**config.mk**
```make
export PLATFORM = sky130hd
export DESIGN_NAME = rss_top
export DESIGN_NICKNAME = d
export VERILOG_FILES = /design/src/rtl/rss_pkg.sv /design/src/rtl/rss_dly_if.sv /design/src/rtl/rss_delay.sv /design/src/rtl/rss_top.sv
export VERILOG_INCLUDE_DIRS = /design/src /design/src/rtl
export SDC_FILE = /design/constraint.sdc
export NUM_CORES = 1
export LEC_CHECK = 0
export ABC_AREA = 0
export BUFFER_PORTS_ARGS = -buffer_cell sky130_fd_sc_hd__buf_2
export CAP_MARGIN = 0
export CORE_MARGIN = 2
export CORE_UTILIZATION = 30
export DETAILED_ROUTE_END_ITERATION = 16
export REMOVE_ABC_BUFFERS = 1
export SLEW_MARGIN = 20
export SYNTH_ARGS = -nofsm -noshare
export SYNTH_HDL_FRONTEND = slang
export SYNTH_SLANG_ARGS = --single-unit
```
**constraint.sdc**
```tcl
create_clock -name CLK_SYS -period 2.3 [get_ports CLK_SYS]
set_input_delay 0.23 -clock CLK_SYS [delete_from_list [all_inputs] [get_ports CLK_SYS]]
set_output_delay 0.23 -clock CLK_SYS [all_outputs]
set_load 0.005 [all_outputs]
```
**src/rtl/rss_regs.svh**
```systemverilog
// Purpose: timing counts, indices and reset values of the rail start-up sequencer
// Assumes: 250 MHz system clock, timers count in 1 us ticks
// Notes: definitions only
`ifndef RSS_REGS_SVH
`define RSS_REGS_SVH

// clock and tick divider
`define RSS_CLK_MHZ 250
`define RSS_T_TICK_US 1
`define RSS_TICK_CYC (`RSS_T_TICK_US * `RSS_CLK_MHZ)
`define RSS_TICK_W 8

// times in microseconds
`define RSS_T_KEEPALIVE_US 400
`define RSS_T_HIGH_US 32000
`define RSS_T_CHAIN_US 1000
`define RSS_T_SYSRAIL_US 0
`define RSS_T_AUX_US 1000
`define RSS_T_SUPPLY_US 2000
`define RSS_T_LONGPRESS_US 4000000
`define RSS_T_RESET_US 40000

// timer counter width, in bits
`define RSS_CNT_W 23

// rail indices on the enable and power-good vectors
`define RSS_NUM_RAILS 13
`define RSS_R_KEEPALIVE 0
`define RSS_R_HIGH 1
`define RSS_R_MEMORY 2
`define RSS_R_CORE 3
`define RSS_R_IO 4
`define RSS_R_SYSRAIL 5
`define RSS_R_SUPPLY 6
`define RSS_R_AUX_A 7
`define RSS_R_AUX_B 8
`define RSS_R_ADC 9
`define RSS_R_AUX_C 10
`define RSS_R_AUX_D 11
`define RSS_R_AUX_E 12
`define RSS_NUM_OPT 4

// timer indices: 0..8 follow the rails, then button and reset
`define RSS_NUM_TMR 11
`define RSS_T_BUTTON 9
`define RSS_T_RESET 10

// synchroniser vector layout and reset value
`define RSS_SYNC_W 18
`define RSS_S_LOCKOUT 0
`define RSS_S_WAKE 1
`define RSS_S_HOLD 2
`define RSS_S_ENABLE 3
`define RSS_S_BUTTON_N 4
`define RSS_S_PGOOD 5
`define RSS_SYNC_RST 18'h00010

`endif

```
**src/rtl/rss_pkg.sv**
```systemverilog
// Purpose: types of the rail start-up sequencer
// Assumes: rss_regs.svh included first
// Notes: none
`include "rss_regs.svh"
package rss_pkg;
  typedef logic [`RSS_CNT_W-1:0] rss_cnt_t;
  typedef enum logic [3:0] {
    RSS_IDLE = 4'h1,
    RSS_RUN = 4'h2,
    RSS_LATCH = 4'h4,
    RSS_LONGOFF = 4'h8
  } rss_state_t;
endpackage

```
**src/rtl/rss_dly_if.sv**
```systemverilog
// Purpose: start condition, limit and expiry of one delay timer
// Assumes: rss_pkg compiled first
// Notes: ctl side belongs to the sequencer
`timescale 1ns/1ps
interface rss_dly_if;
  logic go;
  rss_pkg::rss_cnt_t limit;
  logic done;
  modport ctl (output go, output limit, input done);
  modport tmr (input go, input limit, output done);
endinterface

```
**src/rtl/rss_delay.sv**
```systemverilog
// Purpose: delay timer counting ticks while its start condition holds
// Assumes: tick is a one-cycle enable
// Notes: dropping go clears the count at once
`timescale 1ns/1ps
module rss_delay (
  // clock and reset
  input wire logic clk,
  input wire logic rst,
  input wire logic tick,
  // timer
  rss_dly_if.tmr dl
);
  rss_pkg::rss_cnt_t cnt_r;
  rss_pkg::rss_cnt_t cnt_nxt;
  logic done_r;
  logic done_nxt;

  always_comb begin
    cnt_nxt = cnt_r;
    done_nxt = dl.go && (cnt_r >= dl.limit);
    if (!dl.go) begin
      cnt_nxt = '0;
    end else if (tick && (cnt_r < dl.limit)) begin
      cnt_nxt = cnt_r + rss_pkg::rss_cnt_t'(1);
    end
  end

  always_ff @(posedge clk) begin
    if (rst) begin
      cnt_r <= '0;
      done_r <= 1'b0;
    end else begin
      cnt_r <= cnt_nxt;
      done_r <= done_nxt;
    end
  end

  assign dl.done = done_r;
endmodule

```
**src/rtl/rss_top.sv**
```systemverilog
// Purpose: rail start-up and shutdown sequencer with pushbutton and processor reset
// Assumes: one power-good input per rail; pins are asynchronous to CLK_SYS
// Notes: rails 9..12 are held off unless the optional request inputs ask for them
`timescale 1ns/1ps
`include "rss_regs.svh"
module rss_top #(
  parameter rss_pkg::rss_cnt_t P_KEEPALIVE = rss_pkg::rss_cnt_t'(`RSS_T_KEEPALIVE_US / `RSS_T_TICK_US),
  parameter rss_pkg::rss_cnt_t P_HIGH = rss_pkg::rss_cnt_t'(`RSS_T_HIGH_US / `RSS_T_TICK_US),
  parameter rss_pkg::rss_cnt_t P_CHAIN = rss_pkg::rss_cnt_t'(`RSS_T_CHAIN_US / `RSS_T_TICK_US),
  parameter rss_pkg::rss_cnt_t P_AUX = rss_pkg::rss_cnt_t'(`RSS_T_AUX_US / `RSS_T_TICK_US),
  parameter rss_pkg::rss_cnt_t P_SUPPLY = rss_pkg::rss_cnt_t'(`RSS_T_SUPPLY_US / `RSS_T_TICK_US),
  parameter rss_pkg::rss_cnt_t P_LONGPRESS = rss_pkg::rss_cnt_t'(`RSS_T_LONGPRESS_US / `RSS_T_TICK_US),
  parameter rss_pkg::rss_cnt_t P_RESET = rss_pkg::rss_cnt_t'(`RSS_T_RESET_US / `RSS_T_TICK_US)
) (
  // clock and reset
  input wire logic CLK_SYS,
  input wire logic RST,
  // supply and host pins
  input wire logic INPUT_ABOVE_LOCKOUT,
  input wire logic WAKE_TRIGGER_IN,
  input wire logic POWER_HOLD_IN,
  input wire logic POWER_ENABLE_IN,
  input wire logic PUSHBUTTON_IN_N,
  // regulator feedback and optional requests
  input wire logic [`RSS_NUM_RAILS-1:0] RAIL_PGOOD,
  input wire logic [`RSS_NUM_OPT-1:0] OPT_RAIL_REQ,
  // outputs
  output logic [`RSS_NUM_RAILS-1:0] RAIL_EN,
  output logic PROCESSOR_RESET_OUT_N
);
  // synchronisers: a bit changes once stages two and three agree
  logic [`RSS_SYNC_W-1:0] s1_r, s2_r, s3_r, flt_r;
  logic [`RSS_SYNC_W-1:0] flt_nxt;

  always_comb begin
    flt_nxt = flt_r;
    for (int i = 0; i < `RSS_SYNC_W; i++) begin
      if (s2_r[i] == s3_r[i]) begin
        flt_nxt[i] = s3_r[i];
      end
    end
  end

  always_ff @(posedge CLK_SYS) begin
    if (RST) begin
      s1_r <= `RSS_SYNC_RST;
      s2_r <= `RSS_SYNC_RST;
      s3_r <= `RSS_SYNC_RST;
      flt_r <= `RSS_SYNC_RST;
    end else begin
      s1_r <= {RAIL_PGOOD, PUSHBUTTON_IN_N, POWER_ENABLE_IN, POWER_HOLD_IN, WAKE_TRIGGER_IN, INPUT_ABOVE_LOCKOUT};
      s2_r <= s1_r;
      s3_r <= s2_r;
      flt_r <= flt_nxt;
    end
  end

  logic lockout_ok, wake, hold, enable, button;
  logic [`RSS_NUM_RAILS-1:0] pg;
  assign lockout_ok = flt_r[`RSS_S_LOCKOUT];
  assign wake = flt_r[`RSS_S_WAKE];
  assign hold = flt_r[`RSS_S_HOLD];
  assign enable = flt_r[`RSS_S_ENABLE];
  assign button = ~flt_r[`RSS_S_BUTTON_N];
  assign pg = flt_r[`RSS_SYNC_W-1:`RSS_S_PGOOD];

  // 1 us tick from the system clock
  logic [`RSS_TICK_W-1:0] tick_cnt_r, tick_cnt_nxt;
  logic tick_r, tick_nxt;

  always_comb begin
    tick_nxt = (tick_cnt_r == `RSS_TICK_W'(`RSS_TICK_CYC - 1));
    tick_cnt_nxt = tick_nxt ? '0 : tick_cnt_r + `RSS_TICK_W'(1);
  end

  always_ff @(posedge CLK_SYS) begin
    if (RST) begin
      tick_cnt_r <= '0;
      tick_r <= 1'b0;
    end else begin
      tick_cnt_r <= tick_cnt_nxt;
      tick_r <= tick_nxt;
    end
  end

  // delay timers
  rss_dly_if dly [`RSS_NUM_TMR] ();
  // expiry flags gathered into a vector so procedural loops never index the interface array
  logic [`RSS_NUM_TMR-1:0] tmr_done;

  genvar g;
  generate
    for (g = 0; g < `RSS_NUM_TMR; g++) begin : g_tmr
      rss_delay u_delay (
        .clk(CLK_SYS),
        .rst(RST),
        .tick(tick_r),
        .dl(dly[g])
      );
      assign tmr_done[g] = dly[g].done;
    end
  endgenerate

  // main group state
  rss_pkg::rss_state_t state_r, state_nxt;
  logic btn_prev_r, btn_prev_nxt;
  logic short_r, short_nxt;
  // a rerun after a long press keeps going without the wake trigger
  logic rerun_r, rerun_nxt;
  logic long_hit, main_on, off_all, release_evt;

  assign long_hit = dly[`RSS_T_BUTTON].done;
  assign release_evt = btn_prev_r & ~button;
  assign main_on = (state_r == rss_pkg::RSS_RUN) || (state_r == rss_pkg::RSS_LATCH);
  assign off_all = (state_r == rss_pkg::RSS_LONGOFF);

  always_comb begin
    state_nxt = state_r;
    rerun_nxt = rerun_r;
    btn_prev_nxt = button;
    short_nxt = release_evt && !long_hit && !off_all;
    case (state_r)
      rss_pkg::RSS_IDLE: begin
        if (wake) begin
          state_nxt = rss_pkg::RSS_RUN;
        end
      end
      rss_pkg::RSS_RUN: begin
        if (pg[`RSS_R_HIGH] && hold) begin
          state_nxt = rss_pkg::RSS_LATCH;
        end else if (!wake && !rerun_r) begin
          state_nxt = rss_pkg::RSS_IDLE;
        end
      end
      rss_pkg::RSS_LATCH: begin
        if (!hold && !wake) begin
          state_nxt = rss_pkg::RSS_IDLE;
        end
      end
      rss_pkg::RSS_LONGOFF: begin
        if (!button) begin
          state_nxt = rss_pkg::RSS_RUN;
          rerun_nxt = 1'b1;
        end
      end
      default: begin
        state_nxt = rss_pkg::RSS_IDLE;
      end
    endcase
    if (long_hit && button) begin
      state_nxt = rss_pkg::RSS_LONGOFF;
    end
    if (state_nxt != rss_pkg::RSS_RUN) begin
      rerun_nxt = 1'b0;
    end
  end

  always_ff @(posedge CLK_SYS) begin
    if (RST) begin
      state_r <= rss_pkg::RSS_IDLE;
      btn_prev_r <= 1'b0;
      short_r <= 1'b0;
      rerun_r <= 1'b0;
    end else begin
      state_r <= state_nxt;
      rerun_r <= rerun_nxt;
      btn_prev_r <= btn_prev_nxt;
      short_r <= short_nxt;
    end
  end

  // timer start conditions; dropping one cancels its pending delay
  assign dly[`RSS_R_KEEPALIVE].go = lockout_ok && !off_all;
  assign dly[`RSS_R_KEEPALIVE].limit = P_KEEPALIVE;
  assign dly[`RSS_R_HIGH].go = main_on;
  assign dly[`RSS_R_HIGH].limit = P_HIGH;
  assign dly[`RSS_R_MEMORY].go = main_on && pg[`RSS_R_HIGH];
  assign dly[`RSS_R_MEMORY].limit = P_CHAIN;
  assign dly[`RSS_R_CORE].go = main_on && pg[`RSS_R_MEMORY];
  assign dly[`RSS_R_CORE].limit = P_CHAIN;
  assign dly[`RSS_R_IO].go = main_on && pg[`RSS_R_CORE];
  assign dly[`RSS_R_IO].limit = P_CHAIN;
  assign dly[`RSS_R_SYSRAIL].go = main_on && pg[`RSS_R_IO];
  assign dly[`RSS_R_SYSRAIL].limit = rss_pkg::rss_cnt_t'(`RSS_T_SYSRAIL_US / `RSS_T_TICK_US);
  assign dly[`RSS_R_SUPPLY].go = main_on && hold && enable;
  assign dly[`RSS_R_SUPPLY].limit = P_SUPPLY;
  assign dly[`RSS_R_AUX_A].go = main_on && pg[`RSS_R_SYSRAIL];
  assign dly[`RSS_R_AUX_A].limit = P_AUX;
  assign dly[`RSS_R_AUX_B].go = main_on && pg[`RSS_R_SUPPLY];
  assign dly[`RSS_R_AUX_B].limit = P_AUX;
  assign dly[`RSS_T_BUTTON].go = button;
  assign dly[`RSS_T_BUTTON].limit = P_LONGPRESS;
  assign dly[`RSS_T_RESET].go = pg[`RSS_R_SYSRAIL] && !short_r && !off_all;
  assign dly[`RSS_T_RESET].limit = P_RESET;

  // registered outputs
  logic [`RSS_NUM_RAILS-1:0] rail_en_r, rail_en_nxt;
  logic rst_out_n_r, rst_out_n_nxt;

  always_comb begin
    rail_en_nxt = '0;
    for (int i = 0; i <= `RSS_R_AUX_B; i++) begin
      rail_en_nxt[i] = tmr_done[i];
    end
    rail_en_nxt[`RSS_R_SUPPLY] = dly[`RSS_R_SUPPLY].done && hold && enable;
    for (int j = 0; j < `RSS_NUM_OPT; j++) begin
      rail_en_nxt[`RSS_R_ADC + j] = OPT_RAIL_REQ[j] && main_on;
    end
    if (off_all) begin
      rail_en_nxt = '0;
    end
    // long-off pulls reset in the same cycle as the rails drop
    rst_out_n_nxt = tmr_done[`RSS_T_RESET] && pg[`RSS_R_SYSRAIL] && !off_all;
  end

  always_ff @(posedge CLK_SYS) begin
    if (RST) begin
      rail_en_r <= '0;
      rst_out_n_r <= 1'b0;
    end else begin
      rail_en_r <= rail_en_nxt;
      rst_out_n_r <= rst_out_n_nxt;
    end
  end

  assign RAIL_EN = rail_en_r;
  assign PROCESSOR_RESET_OUT_N = rst_out_n_r;
endmodule

```
Word-level counts from Yosys, hierarchy flattened
Index checks and enable logic that the tools add are counted.
- $add $sub $neg: 12
- $lt $le $gt $ge: 22
- equal/unequal tests: 17
- mux-type cells: 7
- bitwise gates (word level): 12
- reduce and logical (&&, ||, !) cells: 69
- operator list (cell ; count):
    23-bit by 1-bit adder with 23-bit output (second input constant) ; 11
    23-bit by 10-bit >= comparator with 1-bit output (second input constant) ; 5
    23-bit by 10-bit < comparator with 1-bit output (second input constant) ; 5
    1-bit logical AND ; 47
    2-bit OR reduction ; 14
    4-bit 2-to-1 mux ; 6
    23-bit by 1-bit >= comparator with 1-bit output (second input constant) ; 1
    23-bit by 11-bit >= comparator with 1-bit output (second input constant) ; 1
    23-bit by 15-bit >= comparator with 1-bit output (second input constant) ; 1
    23-bit by 16-bit >= comparator with 1-bit output (second input constant) ; 1
    23-bit by 22-bit >= comparator with 1-bit output (second input constant) ; 1
    23-bit by 9-bit >= comparator with 1-bit output (second input constant) ; 1
    23-bit by 1-bit < comparator with 1-bit output (second input constant) ; 1
    23-bit by 11-bit < comparator with 1-bit output (second input constant) ; 1
    23-bit by 15-bit < comparator with 1-bit output (second input constant) ; 1
    23-bit by 16-bit < comparator with 1-bit output (second input constant) ; 1
    23-bit by 22-bit < comparator with 1-bit output (second input constant) ; 1
    23-bit by 9-bit < comparator with 1-bit output (second input constant) ; 1
    4-bit one-hot mux with 4 select lines ; 1
    1-bit == test ; 11
    1-bit NOT ; 11
    8-bit by 1-bit adder with 8-bit output (second input constant) ; 1
    8-bit == test (second input constant) ; 1
    1-bit zero test ; 6
    8 further kinds ; 8
- bits in registers: 341
- input bits: 24
- output and inout port bits: 14
- word-level logic and storage cells: 183

Longest topological paths before layout
Gate-level depths: netlist (run 1).
- depth after elaboration: 8
- mapped depth: 7
- depth with buffers taken out: 6

Modules after synthesis
From an unflattened synthesis (run 1), not the netlist that was laid out.
- cell total of the unflattened synthesis: 2685
- area total of the unflattened synthesis: 21876.0 um^2
- modules (own cells, without submodules) (module ; times used ; cells an instance ; area each (um^2) ; seq. area each (um^2)):
    rss_delay ; 11 ; 222 ; 1765.4 ; 480.5
    rss_top ; 1 ; 243 ; 2456.1 ; 1481.4

Least setup slack after synthesis (run 1)
No wires, ideal clock.
- path type: reg2reg
- start point: register g_tmr[10].u_delay.cnt_r[22]
- end point: register g_tmr[10].u_delay.cnt_r[11]
- library setup time: 0.059 ns
- arrival time: 1.828 ns
- data required time: 2.241 ns
- setup slack: 0.412 ns
- cell stages (with the launch flop): 7
- buffers on the path: 1
- clock period less this slack: 1.888 ns
- cells stage by stage: dfxtp_1 -> nor4_4 -> nand2_2 -> or4_1 -> buf_2 -> or4_1 -> nand2_1
- word-level cells in the longest chain between the ends: 2
- RTL lines (item ; line ; source):
    start: declaration ; rss_delay.sv:13 ; rss_pkg::rss_cnt_t cnt_r;
    start signal: assignment ; rss_delay.sv:33 ; cnt_r <= cnt_nxt;
    23-bit by 16-bit < comparator with 1-bit output ; rss_delay.sv:23 ; end else if (tick && (cnt_r < dl.limit)) begin
    1-bit logical AND ; rss_delay.sv:23 ;
Every way passes these cells.
A chain may end at the register's enable or synchronous reset.

Worst setup path after layout (run 1)
- start point: register g_tmr[10].u_delay.cnt_r[7]
- end point: register g_tmr[10].u_delay.cnt_r[11]
- word-level cells in the longest chain between the ends: 2
- RTL lines (item ; line):
    23-bit by 16-bit < comparator with 1-bit output ; rss_delay.sv:23
    1-bit logical AND ; rss_delay.sv:23
Parallel ways exist; a longest one is shown, timed or not.

==> flow_summary.toml, run 1 <==
[cts]
post_cts_hold_buffer_count = 15
tritoncts = "yes"
clockBufferDepth = 3
tritoncts_num_sinks = 315
clkTransAtPathRegs_ps = 60
htree_num_levels = 2
clk-insertion-delay-late_ps = 510
postCtsSetupRepairBufs = 0
cts_inserted_buffers = 34
resized_cells_post_cts = 0
root_buffer = "sky130_fd_sc_hd__clkbuf_16"

[drt]
routed-via-count = 8592
drtIter0Drc = 399
routed_wire_length_per_instance_um = 11.74
drt-pass1-iter-count = 5
ant_nets = 0
drt-vias-per-instance = 4.600
post-route-drc-count = 0
totalWireLength_mm = 21.93

[synth]
number_of_warnings_issued_by_yosys = 0
synth.cell_area_um2 = 11920
syn-instance-count = 1268
ys.flop_type = "sky130_fd_sc_hd__dfxtp_1"
synth_enable_flop_cells = 0
synth_area_per_cell_um2 = 9.397
postSynthRegisterBits = 315
synth_async_sr_flop_share_pct = 0
yosys.cell_types.count = 63
yosysSeqAreaShare_pct = 52.92

[die]
core_area_um2 = 39460
die_h_um = 203.3
io_pins = 38
floorplan.die_area_um2 = 41330
die_w_um = 203.3
rows = 73
initial_core_utilization_pct = 30.20

[setup_path]
worst-endpoint-required_ps = 2750
timing.critical_path.max_delay_family = "simple AND/OR/NAND/NOR gates"
worst_r2r_startpoint = "g_tmr[10].u_delay.cnt_r[7]"
worstSetupStartpointType = "flip-flop"
cell_with_the_biggest_individual_delay_on_the_critical_path = "sky130_fd_sc_hd__or4_1"
crit_path_start = "g_tmr[10].u_delay.cnt_r[7]"
worst_path_most_repeated_cell = "sky130_fd_sc_hd__or4_1"
slowest_delay_ps = 680
setup.worst_path.end_class = "flip-flop"
cp_cell_sequence = "nor4_2 -> o21ai_1 -> or4_1 -> or4_1 -> nand2_1"
start_to_end_type_of_the_worst_setup_path = "flip-flop to flip-flop"
cp.buffers_inverters = 0
critPathArrivalTime_ps = 2580
crit_fanout = 10

[power]
ir_worst_vdd_mv = 0.5539
seq_power_share_pct = 50.1
comb_power_share_pct = 0.9
switchingPower_w = 0.002142
power_frac_clock_pct = 49.0
intPower_w = 0.008832
power_switching_share_pct = 19.52
p_leak_nw = 5.099
cellPowerDensity_nw_per_um2 = 783.5

[placement]
finalWeightedCongestion = 0.7925
dp_cells = 1795
io_buffers = 30
hpwlAfterDp_mm = 14.37

[min_path]
hold_class = "input pin to flip-flop"
min-delay-start = "RST"

[global_route]
grt_pass1_vias = 8334
track_usage_pct = 10.81
antenna_found_initial = 0
grt_pass1_wl_mm = 38.21
grt_start_max_net_pins = 38
gr-total-overflow = 0

[finish]
finish.utilization_pct = 35.50
n_fill_cell = 3998
area_growth_from_synthesis_to_layout_pct = 17.55
insertedDiodeCount = 0
area_taken_by_flip_flops_and_latches_um2 = 6306
net_total_in_the_final_layout = 1367
final_cell_mix = "315 x sky130_fd_sc_hd__dfxtp_1, 127 x sky130_fd_sc_hd__nor2_1, 102 x sky130_fd_sc_hd__and3_1, 79 x sky130_fd_sc_hd__nand2_1, 62 x sky130_fd_sc_hd__xnor2_1"
fraction_of_final_layout_cells_sized_beyond_drive_strength_1_pct = 9.903
area_taken_by_multi_input_logic_gates_um2 = 5260
finalNonFillerCells = 1868
layout.cells.most_common = "sky130_fd_sc_hd__dfxtp_1"

[sta]
period_minus_slack_ps = 2126
timing.max_slew.rel_slack_pct = 50.47
worst_clock_skew_ps = 16.62
timing_hold_violations_final = 0
finalSetupViolations = 0
fin_crit_sh_pct = 92.42
rsz0062_at_grt = "no"
timing_worst_slew_pin_value_ps = 739.7
maxSlewViolCount = 0
fmax_ghz = 0.4704

[run]
cap_viol_max_count = 0

[status]
run_status = "completed"
## synth_stat cells, drive strengths merged (4+ instances only)
| cell | count | area (um2) |
|---|---|---|
| nand4 | 29 | 187.7 |
| o31ai | 6 | 45.04 |
| and4 | 8 | 71.32 |
| nor4b | 4 | 41.29 |
| nand2 | 80 | 302.8 |
| inv | 35 | 131.4 |
| or2 | 4 | 25.02 |
| ha | 22 | 275.3 |
| mux2i | 12 | 120.1 |
| nor2 | 129 | 494.2 |
| a211oi | 4 | 35.03 |
| dfxtp | 315 | 6306 |
| nor4 | 44 | 302.8 |
| nand3 | 47 | 235.2 |
| a31oi | 7 | 43.79 |
| and3 | 102 | 638.1 |
| a21oi | 48 | 240.2 |
| o21ai | 41 | 205.2 |
| xor2 | 10 | 87.58 |
| nand2b | 5 | 31.28 |
| nor3 | 33 | 170.2 |
| xnor2 | 62 | 543.0 |
| clkbuf | 49 | 186.4 |
| o211ai | 11 | 82.58 |
| nor2b | 34 | 212.7 |
| and2 | 49 | 306.5 |
| o21a | 4 | 30.03 |
| or3 | 24 | 150.1 |
| buf | 6 | 36.28 |
| or4 | 14 | 108.9 |
## layer usage
| metal | wire length, um | vias up | track usage [%] | part of all wire [%] |
|---|---|---|---|---|
| li1 | - | 4534 | - | - |
| met1 | 11030 | 3962 | 14.30 | 50 |
| met2 | 9864 | 72 | 17.61 | 45 |
| met3 | 642 | 24 | 2.269 | 2.9 |
| met4 | 389 | 0 | 3.467 | 1.8 |
| met5 | 0 | - | 0 | 0 |
## path summary, 6_finish.rpt
check / cells past startpoint / slack, ps / endpoint
max: 5 / 170 / g_tmr[10].u_delay.cnt_r[11]
min: 2 / 60 / s2_r[9]
max reg2reg: 5 / 170 / g_tmr[10].u_delay.cnt_r[11]
min reg2reg: 1 / 410 / s2_r[4]
## power by group through the flow
stage / combinational (W) / clock [W] / sequential [W]
after floorplan: 0.0000324 / 0 / 0.00562
final: 0.0000945 / 0.00538 / 0.00550
after detailed placement: 0.0000775 / 0 / 0.00562
after global placement: 0.0000764 / 0 / 0.00562
after global routing: 0.000106 / 0.00582 / 0.00550
after CTS: 0.0000972 / 0.00559 / 0.00550
## area by class of cell
| class | count | share of cell area (%) |
|---|---|---|
| Sequential cell | 315 | 45.02 |
| Clock buffer | 45 | 7.182 |
| Tap cell | 525 | 4.690 |
| Timing Repair Buffer | 72 | 3.681 |
| Inverter | 36 | 0.9648 |
| Clock inverter | 13 | 0.9023 |
| Multi-Input combinational cell | 862 | 37.56 |
## flip-flops by register name, indices dropped and copies added, names as in the netlist
register,cells
s3_r,11
s2_r,11
RAIL_EN,13
tick_cnt_r,8
flt_r,11
rerun_r,1
state_r,4
g_tmr.u_delay.dl.done,11
s1_r,11
tick_r,1
btn_prev_r,1
short_r,1
PROCESSOR_RESET_OUT_N,1
g_tmr.u_delay.cnt_r,230
## kinds of logic after synthesis
group                      share of synthesized area, %
and+or+nand+nor                                   28.00
xor gates and xnor gates                          5.292
AOI/OAI and AO/OA                                 7.466
muxes                                             1.008
buffers and inverters                             3.003
DFF                                               52.92
adders and majority gates                         2.310
## per-stage QoR
stage / setup TNS (ps) / instance area (um2) / total power (W) / setup slack [ps] / hold WS (ps)
5_1_grt: 0 / 14010 / 0.01142 / 89.26 / 50.17
6_report: 0 / 14010 / 0.01097 / 174.3 / 58.58
3_3_place_gp: 0 / 12720 / 0.005696 / 215.9 / 399.8
4_1_cts: 0 / 14010 / 0.01119 / 178.1 / 40.94
3_5_place_dp: 0 / 12720 / 0.005698 / 190.0 / 401.0
2_1_floorplan: -210860 / 11690 / 0.005648 / -1711 / 299.1
Note: power is estimated with default switching activity, not from simulation.
==> run 2, diff against run 1 <==
--- a/config.mk
+++ b/config.mk
@@ -9,8 +9,10 @@
 export ABC_AREA = 0
 export BUFFER_PORTS_ARGS = -buffer_cell sky130_fd_sc_hd__buf_2
 export CAP_MARGIN = 0
-export CORE_MARGIN = 2
+export CORE_MARGIN = 10
 export CORE_UTILIZATION = 30
+export CTS_BUF_LIST = sky130_fd_sc_hd__clkbuf_2
+export CTS_CLUSTER_SIZE = 16
 export DETAILED_ROUTE_END_ITERATION = 16
 export REMOVE_ABC_BUFFERS = 1
 export SLEW_MARGIN = 20
==> run 2 against run 1 <==
  * Final cell count is 5.7% higher
  * Power down 14%
  * Maximum frequency is 3.2% higher
  * First-iteration DRC count decreased by 13%
  * Core utilization up 0.056 points
  * Routed wire length is 4.2% higher
  * Die area increased by 16%
  * Design area shrank 1.2%
  * Non-clock buffer count is 20 higher
  * Global-route usage decreased by 1.1 points
  * Worst hold slack improved by 71 ps
  * Register-to-register slack gained 70 ps
==> flow_summary.toml, run 2 (synthesis gave the netlist of run 1 again) <==
[status]
run_status = "completed"

[cts]
tritoncts = "yes"
postCtsSetupRepairBufs = 0
clk-insertion-delay-late_ps = 910
htree_num_levels = 3
tritoncts_num_sinks = 315
clockBufferDepth = 3
clkTransAtPathRegs_ps = 100
root_buffer = "sky130_fd_sc_hd__clkbuf_2"
cts_inserted_buffers = 85

[drt]
routed-via-count = 9043
post-route-drc-count = 0
drt-vias-per-instance = 4.581
ant_nets = 0
wl_met3_mm = 1.014
drt-pass1-iter-count = 5
totalWireLength_mm = 22.85
total_met2_wirelength_after_detailed_routing_mm = 10.22
top_layer = "met4"
drtIter0Drc = 346
routed_wire_length_per_instance_um = 11.57
detail_route.wirelength.met1_mm = 11.21

[setup_path]
slowest_delay_ps = 640
worst_path_most_repeated_cell = "sky130_fd_sc_hd__or4_1"
cp.buffers_inverters = 0
worst_r2r_path_depth = 5
cell_with_the_biggest_individual_delay_on_the_critical_path = "sky130_fd_sc_hd__or4_1"
cp_cell_sequence = "nor3_1 -> nand2_2 -> or4_1 -> or4_1 -> nand2_1"
setup.worst_path.end_class = "flip-flop"
timing.critical_path.max_delay_family = "simple AND/OR/NAND/NOR gates"
critPathArrivalTime_ps = 2920
r2r_slack_ps = 240
worst-endpoint-required_ps = 3160
start_to_end_type_of_the_worst_setup_path = "flip-flop to flip-flop"
crit_path_start = "g_tmr[10].u_delay.cnt_r[16]"
worst_r2r_startpoint = "g_tmr[10].u_delay.cnt_r[16]"
worstSetupStartpointType = "flip-flop"
crit_fanout = 10
regToRegEndpoint = "g_tmr[10].u_delay.cnt_r[11]"

[power]
cellPowerDensity_nw_per_um2 = 679.2
p_leak_nw = 5.203
ir_worst_vdd_mv = 0.3575
report.power.total_w = 0.009398

[die]
core_area_um2 = 38920
die_h_um = 219.3
io_pins = 38
floorplan.die_area_um2 = 48090
rows = 72
die_w_um = 219.3
initial_core_utilization_pct = 30.62

[sta]
rsz0062_at_grt = "no"
period_minus_slack_ps = 2060
timing_worst_slew_pin_value_ps = 775.5
timing_hold_violations_final = 0
finalSetupViolations = 0
worst_clock_skew_ps = 81.03
fmax_ghz = 0.4854
fin_crit_sh_pct = 89.58
maxSlewViolCount = 0
timing.max_slew.rel_slack_pct = 48.07

[min_path]
hold_path_sink = "RAIL_EN[9]"
min-delay-start = "OPT_RAIL_REQ[0]"
timing.hold.worst_path_depth = 3
hold_class = "input pin to flip-flop"

[global_route]
gr-total-overflow = 0
grt_pass1_vias = 8836
grt_start_max_net_pins = 39
antenna_found_initial = 1
grt_pass1_wl_mm = 40.21
track_usage_pct = 9.730

[finish]
fraction_of_final_layout_cells_sized_beyond_drive_strength_1_pct = 13.82
largest_reg_flops = 230
finalInstanceArea_um2 = 13840
finish.utilization_pct = 35.55
area_growth_from_synthesis_to_layout_pct = 16.12
layout.cells.most_common = "sky130_fd_sc_hd__dfxtp_1"
final_cell_mix = "315 x sky130_fd_sc_hd__dfxtp_1, 127 x sky130_fd_sc_hd__nor2_1, 119 x sky130_fd_sc_hd__clkbuf_2, 102 x sky130_fd_sc_hd__and3_1, 79 x sky130_fd_sc_hd__nand2_1"
n_fill_cell = 3993
top_register = "g_tmr.u_delay.cnt_r"
net_total_in_the_final_layout = 1438
area_taken_by_flip_flops_and_latches_um2 = 6306
area_taken_by_multi_input_logic_gates_um2 = 5260

[placement]
finalWeightedCongestion = 0.7654
post_dp_cell_area_um2 = 12680
io_buffers = 30
hpwlAfterDp_mm = 14.31

[run]
cap_viol_max_count = 0
## run 2: cell count changes in the layout (fill, tap and decap cells not counted), moves of 5 or more
cell                            change
sky130_fd_sc_hd__clkbuf_16         -37
sky130_fd_sc_hd__dlygate4sd3_1     +25
sky130_fd_sc_hd__buf_4              -5
sky130_fd_sc_hd__clkbuf_8           -5
sky130_fd_sc_hd__clkbuf_2         +119
sky130_fd_sc_hd__clkinv_1          +21
## run 2: layout make-up
cell class / count / share of cell area (%)
sequential: 315 / 45.58
multi-input combinational: 862 / 38.02
timing repair buffer: 92 / 5.263
tap: 518 / 4.684
clock buffer: 119 / 4.305
clock inverter: 30 / 1.139
inverter: 36 / 0.9767
antenna: 2 / 0.03617
## run 2: report_power, final
group	switching, W	internal [W]	total [W]
clock network	0.00226	0.00152	0.00378
registers	0.0000148	0.00548	0.00549
logic	0.0000490	0.0000766	0.000126
## run 2: repair_timing
action,CTS,global route
endpoints found under the setup margin,0,0
hold endpoints to repair,49,0
gates resized for setup,0,0
hold buffers,40,0
## run 2: per-layer routing
layer	vias up	global-route usage, %
met3	31	2.999
met1	4187	12.22
met4	0	4.482
met2	115	14.99
li1	4710	-
met5	-	0
## run 2: per-stage QoR
stage	setup TNS (ps)	instances	worst slack (ps)	hold slack [ps]
6_report	0	1974	239.7	130.0
5_1_grt	0	1974	120.9	78.25
4_1_cts	0	1972	180.2	14.51
3_5_place_dp	0	1783	225.9	405.7
3_3_place_gp	0	1783	221.3	403.5
2_1_floorplan	-210860	1213	-1711	299.1
## run 2: worst max path at each step
stage	endpoint	slack [ps]	cells after the start
3_5_place_dp	g_tmr[10].u_delay.cnt_r[11]	230	5
3_3_place_gp	g_tmr[10].u_delay.cnt_r[11]	220	5
2_1_floorplan	g_tmr[6].u_delay.cnt_r[4]	-1710	4
6_report	g_tmr[10].u_delay.cnt_r[11]	240	5
4_1_cts	g_tmr[10].u_delay.cnt_r[11]	180	5
5_1_grt	g_tmr[10].u_delay.cnt_r[7]	120	5
## run 2: worst reg2reg max path, stage by stage, from the launching register on
cell                      delay [ps]
sky130_fd_sc_hd__dfxtp_1         320
sky130_fd_sc_hd__nor3_1          340
sky130_fd_sc_hd__nand2_2         110
sky130_fd_sc_hd__or4_1           640
sky130_fd_sc_hd__or4_1           510
sky130_fd_sc_hd__nand2_1          80
